### src/csdb_pkg.sv
package csdb_pkg;

  // ----------------------------------------------------------------
  // Register map (byte addresses)
  // ----------------------------------------------------------------
  localparam logic [7:0] ADDR_SHUTDOWN_SOURCE_ENABLES = 8'h00;
  localparam logic [7:0] ADDR_RISING_DEADBAND_COUNT = 8'h04;
  localparam logic [7:0] ADDR_FALLING_DEADBAND_COUNT = 8'h08;
  localparam logic [7:0] ADDR_DEADBAND_CONTROL = 8'h0c;
  localparam logic [7:0] ADDR_SHUTDOWN_CONTROL = 8'h10;
  localparam logic [7:0] ADDR_STATUS = 8'h14;

  // ----------------------------------------------------------------
  // Field positions
  // ----------------------------------------------------------------
  localparam int unsigned FAULT_PIN_BIT = 0;
  localparam int unsigned COMP1_BIT = 1;
  localparam int unsigned COMP2_BIT = 2;
  localparam int unsigned LT1_BIT = 3;
  localparam int unsigned LT2_BIT = 4;
  localparam int unsigned SRC_W = 5;
  localparam int unsigned DB_W = 4;
  localparam int unsigned RISE_TS_BIT = 0;
  localparam int unsigned FALL_TS_BIT = 1;
  localparam int unsigned OVR0_LSB = 0;
  localparam int unsigned OVR1_LSB = 2;
  localparam int unsigned ST_SHUTDOWN_BIT = 0;
  localparam int unsigned ST_PRIMARY_BIT = 1;
  localparam int unsigned ST_COMPL_BIT = 2;

  // ----------------------------------------------------------------
  // Reset values
  // ----------------------------------------------------------------
  localparam logic [SRC_W-1:0] SRC_RESET = 5'h00;
  localparam logic [DB_W-1:0] DB_RESET = 4'h0;
  localparam logic [1:0] TS_RESET = 2'h0;
  localparam logic [3:0] OVR_RESET = 4'h0;

  // Override level selections
  localparam logic [1:0] OVR_LOW = 2'h0;
  localparam logic [1:0] OVR_HIGH = 2'h1;
  localparam logic [1:0] OVR_INACTIVE = 2'h2;
  localparam logic [1:0] OVR_TRISTATE = 2'h3;

  // Delay chain element, in generator clocks
  localparam int unsigned CHAIN_ELEM_CYCLES = 1;

  typedef enum logic [2:0] {
    CSDB_IDLE = 3'b001,
    CSDB_WAIT = 3'b010,
    CSDB_ON = 3'b100
  } csdb_edge_e;

  typedef struct packed {
    logic oe;
    logic level;
  } csdb_pin_s;

endpackage

### src/csdb_top.sv
// Chosen here: the APB interface to the registers and the placing of the registers.
`timescale 1ns/1ps
`default_nettype none

module csdb_top #(
  parameter int unsigned TIMER_W = 8
) (
  // Clock and reset
  input wire logic clock_i,
  input wire logic nrst_i,
  // APB slave
  input wire logic psel_i,
  input wire logic penable_i,
  input wire logic pwrite_i,
  input wire logic [7:0] paddr_i,
  input wire logic [31:0] pwdata_i,
  output logic [31:0] prdata_o,
  output logic pready_o,
  output logic pslverr_o,
  // Shutdown sources
  input wire logic [TIMER_W-1:0] limit_timer1_count_i,
  input wire logic [TIMER_W-1:0] limit_timer1_period_i,
  input wire logic [TIMER_W-1:0] limit_timer2_count_i,
  input wire logic [TIMER_W-1:0] limit_timer2_period_i,
  input wire logic comparator1_i,
  input wire logic comparator2_i,
  input wire logic fault_input_pin_i,
  // Waveform
  input wire logic wave_i,
  input wire logic [1:0] inactive_level_i,
  output logic primary_drive_output_o,
  output logic primary_drive_output_oe_o,
  output logic complementary_drive_output_o,
  output logic complementary_drive_output_oe_o,
  output logic shutdown_o
);

  // ----------------------------------------------------------------
  // Registers
  // ----------------------------------------------------------------
  logic [csdb_pkg::SRC_W-1:0] shutdown_source_enables_q;
  logic [csdb_pkg::DB_W-1:0] rising_deadband_value_q;
  logic [csdb_pkg::DB_W-1:0] falling_deadband_value_q;
  logic [1:0] time_source_q;
  logic [3:0] override_q;
  logic wr_en;
  logic rd_en;
  logic addr_ok;
  logic [31:0] rdata_d;
  logic [31:0] prdata_q;

  assign wr_en = psel_i && penable_i && pwrite_i;
  assign rd_en = psel_i && penable_i && !pwrite_i;
  assign pready_o = 1'b1;

  always_comb begin
    rdata_d = 32'h0000_0000;
    addr_ok = 1'b1;
    case (paddr_i)
      csdb_pkg::ADDR_SHUTDOWN_SOURCE_ENABLES: rdata_d[4:0] = shutdown_source_enables_q;
      csdb_pkg::ADDR_RISING_DEADBAND_COUNT: rdata_d[3:0] = rising_deadband_value_q;
      csdb_pkg::ADDR_FALLING_DEADBAND_COUNT: rdata_d[3:0] = falling_deadband_value_q;
      csdb_pkg::ADDR_DEADBAND_CONTROL: rdata_d[1:0] = time_source_q;
      csdb_pkg::ADDR_SHUTDOWN_CONTROL: rdata_d[3:0] = override_q;
      csdb_pkg::ADDR_STATUS: rdata_d[2:0] = {complementary_drive_output_o,
                                             primary_drive_output_o, shutdown_o};
      default: addr_ok = 1'b0;
    endcase
  end

  // Error only in the access phase so the answer is a defined pulse
  assign pslverr_o = psel_i && penable_i && !addr_ok;
  assign prdata_o = prdata_q;

  // Read data captured combinationally would glitch; registered copy tracks address
  always_ff @(posedge clock_i or negedge nrst_i) begin
    if (!nrst_i) begin
      prdata_q <= 32'h0000_0000;
    end else if (psel_i && !penable_i && !pwrite_i) begin
      prdata_q <= rdata_d;
    end else if (rd_en) begin
      prdata_q <= prdata_q;
    end
  end

  always_ff @(posedge clock_i or negedge nrst_i) begin
    if (!nrst_i) begin
      shutdown_source_enables_q <= csdb_pkg::SRC_RESET;
    end else if (wr_en && paddr_i == csdb_pkg::ADDR_SHUTDOWN_SOURCE_ENABLES) begin
      shutdown_source_enables_q <= pwdata_i[csdb_pkg::SRC_W-1:0];
    end
  end

  always_ff @(posedge clock_i or negedge nrst_i) begin
    if (!nrst_i) begin
      rising_deadband_value_q <= csdb_pkg::DB_RESET;
      falling_deadband_value_q <= csdb_pkg::DB_RESET;
    end else if (wr_en) begin
      if (paddr_i == csdb_pkg::ADDR_RISING_DEADBAND_COUNT) begin
        rising_deadband_value_q <= pwdata_i[csdb_pkg::DB_W-1:0];
      end
      if (paddr_i == csdb_pkg::ADDR_FALLING_DEADBAND_COUNT) begin
        falling_deadband_value_q <= pwdata_i[csdb_pkg::DB_W-1:0];
      end
    end
  end

  always_ff @(posedge clock_i or negedge nrst_i) begin
    if (!nrst_i) begin
      time_source_q <= csdb_pkg::TS_RESET;
      override_q <= csdb_pkg::OVR_RESET;
    end else if (wr_en) begin
      if (paddr_i == csdb_pkg::ADDR_DEADBAND_CONTROL) begin
        time_source_q <= pwdata_i[1:0];
      end
      if (paddr_i == csdb_pkg::ADDR_SHUTDOWN_CONTROL) begin
        override_q <= pwdata_i[3:0];
      end
    end
  end

  // ----------------------------------------------------------------
  // Pin synchronisers
  // ----------------------------------------------------------------
  logic [2:0] pin_meta_q;
  logic [2:0] pin_sync_q;

  always_ff @(posedge clock_i or negedge nrst_i) begin
    if (!nrst_i) begin
      pin_meta_q <= 3'h7;
      pin_sync_q <= 3'h7;
    end else begin
      pin_meta_q <= {fault_input_pin_i, comparator2_i, comparator1_i};
      pin_sync_q <= pin_meta_q;
    end
  end

  // ----------------------------------------------------------------
  // Shutdown
  // ----------------------------------------------------------------
  logic [csdb_pkg::SRC_W-1:0] cond;
  logic shutdown_q;

  always_comb begin
    cond = '0;
    cond[csdb_pkg::LT2_BIT] = (limit_timer2_count_i == limit_timer2_period_i);
    cond[csdb_pkg::LT1_BIT] = (limit_timer1_count_i == limit_timer1_period_i);
    cond[csdb_pkg::COMP2_BIT] = !pin_sync_q[1];
    cond[csdb_pkg::COMP1_BIT] = !pin_sync_q[0];
    cond[csdb_pkg::FAULT_PIN_BIT] = !pin_sync_q[2];
  end

  // Level follows the sources; latching and restart are out of scope
  always_ff @(posedge clock_i or negedge nrst_i) begin
    if (!nrst_i) begin
      shutdown_q <= 1'b0;
    end else begin
      shutdown_q <= |(cond & shutdown_source_enables_q);
    end
  end

  assign shutdown_o = shutdown_q;

  // ----------------------------------------------------------------
  // Dead band
  // ----------------------------------------------------------------
  logic [1:0] chain_cnt_q;
  logic chain_tick;
  logic rise_tick;
  logic fall_tick;
  logic primary_raw;
  logic compl_raw;

  // Delay chain modelled as a clocked element; no analog chain exists here
  always_ff @(posedge clock_i or negedge nrst_i) begin
    if (!nrst_i) begin
      chain_cnt_q <= 2'h0;
    end else if (chain_cnt_q == 2'(csdb_pkg::CHAIN_ELEM_CYCLES - 1)) begin
      chain_cnt_q <= 2'h0;
    end else begin
      chain_cnt_q <= chain_cnt_q + 2'h1;
    end
  end

  assign chain_tick = (chain_cnt_q == 2'(csdb_pkg::CHAIN_ELEM_CYCLES - 1));
  assign rise_tick = time_source_q[csdb_pkg::RISE_TS_BIT] ? chain_tick : 1'b1;
  assign fall_tick = time_source_q[csdb_pkg::FALL_TS_BIT] ? chain_tick : 1'b1;

  csdb_delay u_rise (
    .clock_i(clock_i),
    .nrst_i(nrst_i),
    .tick_i(rise_tick),
    .count_i(rising_deadband_value_q),
    .in_i(wave_i),
    .out_o(primary_raw)
  );

  csdb_delay u_fall (
    .clock_i(clock_i),
    .nrst_i(nrst_i),
    .tick_i(fall_tick),
    .count_i(falling_deadband_value_q),
    .in_i(!wave_i),
    .out_o(compl_raw)
  );

  // ----------------------------------------------------------------
  // Outputs with override
  // ----------------------------------------------------------------
  function automatic csdb_pkg::csdb_pin_s drive(input logic raw, input logic sd,
                                                 input logic [1:0] sel, input logic inact);
    csdb_pkg::csdb_pin_s p;
    p.oe = 1'b1;
    p.level = raw;
    if (sd) begin
      case (sel)
        csdb_pkg::OVR_LOW: p.level = 1'b0;
        csdb_pkg::OVR_HIGH: p.level = 1'b1;
        csdb_pkg::OVR_INACTIVE: p.level = inact;
        default: begin
          p.level = 1'b0;
          p.oe = 1'b0;
        end
      endcase
    end
    return p;
  endfunction

  csdb_pkg::csdb_pin_s pin0_q;
  csdb_pkg::csdb_pin_s pin1_q;

  always_ff @(posedge clock_i or negedge nrst_i) begin
    if (!nrst_i) begin
      pin0_q <= '0;
      pin1_q <= '0;
    end else begin
      pin0_q <= drive(primary_raw, shutdown_q, override_q[csdb_pkg::OVR0_LSB +: 2],
                      inactive_level_i[0]);
      pin1_q <= drive(compl_raw, shutdown_q, override_q[csdb_pkg::OVR1_LSB +: 2],
                      inactive_level_i[1]);
    end
  end

  assign primary_drive_output_o = pin0_q.level;
  assign primary_drive_output_oe_o = pin0_q.oe;
  assign complementary_drive_output_o = pin1_q.level;
  assign complementary_drive_output_oe_o = pin1_q.oe;

endmodule

`default_nettype wire

### src/csdb_delay.sv
`timescale 1ns/1ps
`default_nettype none

// Delays the rising edge of an input by a count of ticks; falls at once.
module csdb_delay (
  // Clock and reset
  input wire logic clock_i,
  input wire logic nrst_i,
  // Timing
  input wire logic tick_i,
  input wire logic [csdb_pkg::DB_W-1:0] count_i,
  // Signal
  input wire logic in_i,
  output logic out_o
);

  csdb_pkg::csdb_edge_e state_q;
  logic [csdb_pkg::DB_W-1:0] left_q;

  always_ff @(posedge clock_i or negedge nrst_i) begin
    if (!nrst_i) begin
      state_q <= csdb_pkg::CSDB_IDLE;
      left_q <= csdb_pkg::DB_RESET;
    end else begin
      case (state_q)
        csdb_pkg::CSDB_IDLE: begin
          if (in_i) begin
            left_q <= count_i;
            state_q <= (count_i == '0) ? csdb_pkg::CSDB_ON : csdb_pkg::CSDB_WAIT;
          end
        end
        csdb_pkg::CSDB_WAIT: begin
          if (!in_i) begin
            state_q <= csdb_pkg::CSDB_IDLE;
          end else if (tick_i) begin
            left_q <= left_q - 4'h1;
            if (left_q == 4'h1) begin
              state_q <= csdb_pkg::CSDB_ON;
            end
          end
        end
        csdb_pkg::CSDB_ON: begin
          if (!in_i) begin
            state_q <= csdb_pkg::CSDB_IDLE;
          end
        end
        default: begin
          state_q <= csdb_pkg::CSDB_IDLE;
        end
      endcase
    end
  end

  assign out_o = (state_q == csdb_pkg::CSDB_ON) && in_i;

endmodule

`default_nettype wire

### config.mk
export PLATFORM = sky130hd
export DESIGN_NAME = csdb_top
export DESIGN_NICKNAME = d
export VERILOG_FILES = /design/src/csdb_pkg.sv /design/src/csdb_top.sv /design/src/csdb_delay.sv
export SDC_FILE = /design/constraint.sdc
export NUM_CORES = 1
export LEC_CHECK = 0
export ABC_AREA = 1
export BUFFER_PORTS_ARGS = -buffer_cell sky130_fd_sc_hd__buf_2
export CAP_MARGIN = 10
export CORE_ASPECT_RATIO = 0.8
export CORE_MARGIN = 4
export CORE_UTILIZATION = 49
export DETAILED_ROUTE_END_ITERATION = 8
export GPL_TIMING_DRIVEN = 0
export HOLD_SLACK_MARGIN = 0.03
export MAX_ROUTING_LAYER = met4
export PLACE_DENSITY = 0.88
export SLEW_MARGIN = 40
export SYNTH_ARGS = -nofsm -noshare
export SYNTH_HDL_FRONTEND = slang
export SYNTH_SLANG_ARGS = --single-unit
export TNS_END_PERCENT = 50
### constraint.sdc
create_clock -name clock_i -period 1.5 [get_ports clock_i]
set_input_delay 0.075 -clock clock_i [delete_from_list [all_inputs] [get_ports clock_i]]
set_output_delay 0.075 -clock clock_i [all_outputs]
set_load 0.02 [all_outputs]
-- After elaboration in Yosys (flattened, before gate mapping)
Index checks and enable logic that the tools add are counted.
- add/subtract/negate cells: 3
- mux-type cells: 36
- equality and inequality tests: 31
- reductions and logical operators: 35
- bitwise logic cells: 1
- operators by type and width (kind ; count):
    $mux W3 ; 12
    $mux W4 ; 6
    $pmux W3 S3 ; 2
    $eq A8 B4 Y1 const B ; 2
    $eq A8 B5 Y1 const B ; 2
    $eq A8 B8 Y1 ; 2
    $ne A2 B2 Y1 const B ; 8
    $pmux W4 S2 ; 2
    $reduce_and A4 Y1 ; 4
    $pmux W2 S6 ; 1
    $eq A4 B1 Y1 const B ; 2
    $eq A8 B3 Y1 const B ; 1
    $logic_and A1 B1 Y1 ; 8
    $logic_not A4 Y1 ; 2
    $logic_not A8 Y1 ; 1
    $reduce_and A2 Y1 ; 4
    $sub A4 B1 Y4 const B ; 2
    $logic_not A1 Y1 ; 7
    $eq A3 B1 Y1 const B ; 2
    $eq A3 B2 Y1 const B ; 2
    $eq A3 B3 Y1 const B ; 2
    $logic_not A2 Y1 ; 3
    $mux W1 ; 6
    $mux W2 ; 3
    13 further kinds ; 20
- input bits: 83
- output and inout bits: 39
- logic and storage cells: 124
- register bits after elaboration: 51

-- Logic depth before layout (Yosys ltp)
- depth after elaboration: 5
- mapped depth: 8
- depth with buffers taken out: 8

-- Cells and area by module
Synthesis repeated with hierarchy kept, for this count alone.
- cells, all modules: 438
- area total of the unflattened synthesis: 3269.4 um2
- modules (own cells, without submodules) (module ; cells an instance ; seq. area each (um2) ; area each (um2) ; times used):
    csdb_top ; 290 ; 933.4 ; 2263.4 ; 1
    csdb_delay ; 74 ; 176.4 ; 503.0 ; 2

-- Least setup slack after synthesis
Ideal clock, no wire load.
- kind: flip-flop to flip-flop
- start: reg u_fall.left_q[0] in the netlist's numbering
- end: reg u_fall.left_q[2] in the netlist's numbering
- required time: 1374 ps
- setup slack: 255 ps
- period minus slack after synthesis: 1245 ps
- buffers on the path: 0
- stages on the path, launching flop included: 8
- arrival time: 1119 ps
- setup time: 126 ps
- cell sequence: dfrtp_1 -> inv_1 -> ha_1 -> or2_2 -> nand3_1 -> o21ai_0 -> nand2_1 -> o21ai_0
- cells in the longest elaborated chain, start to end: 4
- RTL lines (item ; RTL line ; text):
    start: declaration ; csdb_delay.sv:18 ; logic [csdb_pkg::DB_W-1:0] left_q;
    start signal: assignment ; csdb_delay.sv:23 ; left_q <= csdb_pkg::DB_RESET;
    start signal: assignment ; csdb_delay.sv:28 ; left_q <= count_i;
    start signal: assignment ; csdb_delay.sv:36 ; left_q <= left_q - 4'h1;
    $sub A4 B1 Y4 ; csdb_delay.sv:36 ;
    $mux W4 ; csdb_delay.sv:35 ; end else if (tick_i) begin
    $mux W4 ; csdb_delay.sv:33 ; if (!in_i) begin
    $pmux W4 S2 ; csdb_delay.sv:25 ; case (state_q)
No other way between the ends. The select of a mux whose other input is x is not followed.
A chain may end at the register's enable or synchronous reset.

-- Worst setup path after layout
- start: reg u_rise.left_q[0] in the netlist's numbering
- end: reg u_rise.left_q[2] in the netlist's numbering
- cells in the longest elaborated chain, start to end: 4
- RTL lines (item ; RTL line):
    start: declaration ; csdb_delay.sv:18
    start signal: assignment ; csdb_delay.sv:23
    start signal: assignment ; csdb_delay.sv:28
    start signal: assignment ; csdb_delay.sv:36
    $sub A4 B1 Y4 ; csdb_delay.sv:36
    $mux W4 ; csdb_delay.sv:35
    $mux W4 ; csdb_delay.sv:33
    $pmux W4 S2 ; csdb_delay.sv:25
No other way between the ends. The select of a mux whose other input is x is not followed.

==> run metrics <==
Tightest Pin Transition=0.6302 ns; Compound-Gate Fraction of Synth Area=12.12%; Crit Path Class=flip-flop to flip-flop; Crit path largest cell delay=0.39 ns; total gr overflow=0; Hold Violations, Final=0; pin count of the biggest net entering global routing=52; Power Density=861.5 nW/um^2; Worst Hold Class=input pin to flip-flop; Critical Path End Type=flip-flop; Worst-path clk slew=0.09 ns; H-tree level count=2; final core occ=63.92%; worst setup path startpoint=u_rise.left_q[0]; Crit path max-delay family=simple AND/OR/NAND/NOR gates; n_diodes=0; Synth cell types=34; core area=6100 um^2; post-route setup slack=0.1412 ns; total die area=7849 um^2; WP depth=7; Comb pwr share=27.2%; Pleak=2.097 nW; P_sw=1.127 mW; FF-to-FF End=u_rise.left_q[2]; Async S/R FF share, synth=100.0%; FF-to-FF setup slack=0.14 ns; vias in the first global route=2800; RSZ-0062 raised after global routing=false; Setup Skew=0.01121 ns; pre-CTS setup slack=0.1240 ns; GRT Util Overall=20.09%; DRC viols=0; Total Routed Length=7334 um; xor and xnor fraction of the mapped netlist area=1.653%; Die Ht=80.05 um; setup_tns=0 ns; post-detail-place hpwl=5861 um; r2r startpoint=u_rise.left_q[0]; maximum VDD drop=0.7685 mV; CTS tree=built; CTS sink count=51; met3 Use GR=4.629%; CP max stage cell=dfrtp_1; remaining antenna violation count=0; Synthesis Warnings=0; crit path DAT=1.55 ns; placed insts=577; mux contribution to synthesized area=0%; sequential area share after synthesis=40.46%; Power Internal=2.232 mW; Buf+Inv Stages, Crit Path=1; root buf cell=clkbuf_8; Max Cap Violations=0; post-synth design cell area=3179 um^2; initial antenna violation count=0; first-pass GRT wire length=12540 um; Final Power=3.359 mW; main flop type after synthesis=dfrtp_1; Layout Cells excl Fill=593; CTS Buf Count=5; vias=2886; drt wl/cell=12.37 um; clock latency at the later pin of the worst-skew pair=0.31 ns; status=finished clean; number of flops mapped to enable cells by yosys=0; GR met1 Demand/Resource=25.40%; Iter 0 DRT Violations=149; DR vias/cell=4.867; Area Growth Syn to Fin=22.63%; Setup-failing EPs final=0; fin crit period=1.359 ns; Die W=98.06 um; largest family of logic cells by synthesized area=simple AND/OR/NAND/NOR gates; maximum clock rate=0.7359 GHz; fraction of layout cells with a size suffix above 1=29.88%; cell breakdown of the critical path=inv_1 > ha_1 > or2_2 > nand2_1 > o21ai_0 > nand2_1 > o21ai_0; synthesis-stage register bit count=51; clock group share of total power=23.9%; max-slew violation count=0; R2R cell count=7; clk buf depth=2; startpoint types=flip-flop; Sw Share=33.55%; period utilization=90.59%; Mean Syn Cell Area=7.870 um^2; Detailed Routing Iterations Pass 1=5; register share of total power=48.9%; Synth Area in Adders=4.723%; I/O Buffers=66; Rel. slew slack=57.99%; IO Count=122; Critical Path Sink=u_rise.left_q[2]; Simple-Gate Fraction of Synth Area=25.90%; critical path required time=1.69 ns; crit path max fanout=3; routability cong.=0.9504; GR Util met2=33.08%; Mapped Cells=404; busiest metal layer after global routing=met2; Row Count=25; Initial Util=52.12%; Final nets=606
through the flow:
stage | area (um^2) | hold WS, ns
floorplan | 3277 | -0.2206
global placement | 3709 | 0.1795
detailed placement | 3711 | 0.1372
CTS | 3885 | 0.03213
global route | 3899 | 0.04367
finish | 3899 | 0.03424
registers in the layout, indices dropped and copies added, names as in the netlist:
signal,count
u_rise.state_q,3
time_source_q,2
prdata_o,5
falling_deadband_value_q,4
u_rise.left_q,4
override_q,4
primary_drive_output_oe_o,1
shutdown_o,1
rising_deadband_value_q,4
pin_meta_q,3
primary_drive_output_o,1
shutdown_source_enables_q,5
u_fall.left_q,4
complementary_drive_output_o,1
chain_cnt_q,2
pin_sync_q,3
u_fall.state_q,3
complementary_drive_output_oe_o,1
routing by layer:
metal	routed length (um)	vias up
li1	-	1441
met1	3124	1311
met2	3498	124
met3	623	10
met4	87	0
met5	0	-
worst min path at each step:
| stage | from | endpoint | slack [ns] | cells after the start |
|---|---|---|---|---|
| finish | pwdata_i[4] | shutdown_source_enables_q[4] | 0.03 | 3 |
| global route | pwdata_i[4] | shutdown_source_enables_q[4] | 0.04 | 3 |
| CTS | pwdata_i[4] | shutdown_source_enables_q[4] | 0.03 | 3 |
| detailed placement | nrst_i | u_fall.left_q[2] | 0.14 | 1 |
| global placement | comparator1_i | pin_meta_q[0] | 0.18 | 1 |
| floorplan | nrst_i | chain_cnt_q[0] | -0.22 | 0 |
cells in the mapped netlist (all sizes together) (2+ instances only):
master,n,share of area [%]
a21boi,3,0.71
a21oi,12,2.0
buf,30,7.3
conb,2,0.24
dfrtp,43,34
dfstp,8,6.6
ha,12,4.7
inv,63,7.4
nand2,90,12
nand3,34,5.8
nand4,2,0.39
nor2,32,5.3
nor3,6,1.4
o211ai,2,0.47
o21ai,46,7.7
o22ai,5,0.98
or2,4,0.79
xnor2,3,0.83
xor2,3,0.83
cell families (layout without fill, tap and decap cells):
kind of cell,count (synthesis),count (layout)
buf+inv,94,176
flops,51,51
simple gates,170,170
fa+ha+maj,12,12
other cells,2,28
compound gates,69,69
xor+xnor,6,6
power groups by stage:
stage | registers [mW] | clock network (mW) | logic, mW
2_1_floorplan | 1.66 | 0 | 0.596
3_3_place_gp | 1.65 | 0 | 0.829
3_5_place_dp | 1.66 | 0 | 0.864
4_1_cts | 1.63 | 0.824 | 0.884
5_1_grt | 1.67 | 0.892 | 1.05
6_report | 1.64 | 0.804 | 0.913
timing repair:
action,4_1_cts,5_1_grt
setup endpoints to repair,0,3
endpoints found under the hold margin,50,0
hold buffers,8,0
resized for setup,0,5
buffers inserted,0,0
worst register-to-register path: stages, from the launching register on:
cell and delay (ns):
dfrtp_1 0.39, inv_1 0.09, ha_1 0.21, or2_2 0.29, nand2_1 0.06, o21ai_0 0.07, nand2_1 0.07, o21ai_0 0.07
cell usage in the layout, fill, tap and decap left out, types with 11 or more instances in the layout:
cell type and count:
nand2_1 77, buf_2 65, inv_1 59, dfrtp_1 43, nand3_1 31, buf_4 29
conb_1 28, nor2_1 25, o21ai_0 23, o21ai_1 19, nand2_2 13, ha_1 12
a21oi_1 11
cell type report:
class	count	area [um^2]
buffer	30	232.7
clock buffer	5	68.82
clock inverter	3	25.02
fill	513	2201
inverter	64	241.5
multi-input combinational	285	1530
sequential	51	1286
tap	81	101.3
timing repair buffer	74	412.9
Note: power is estimated with default switching activity, not from simulation.
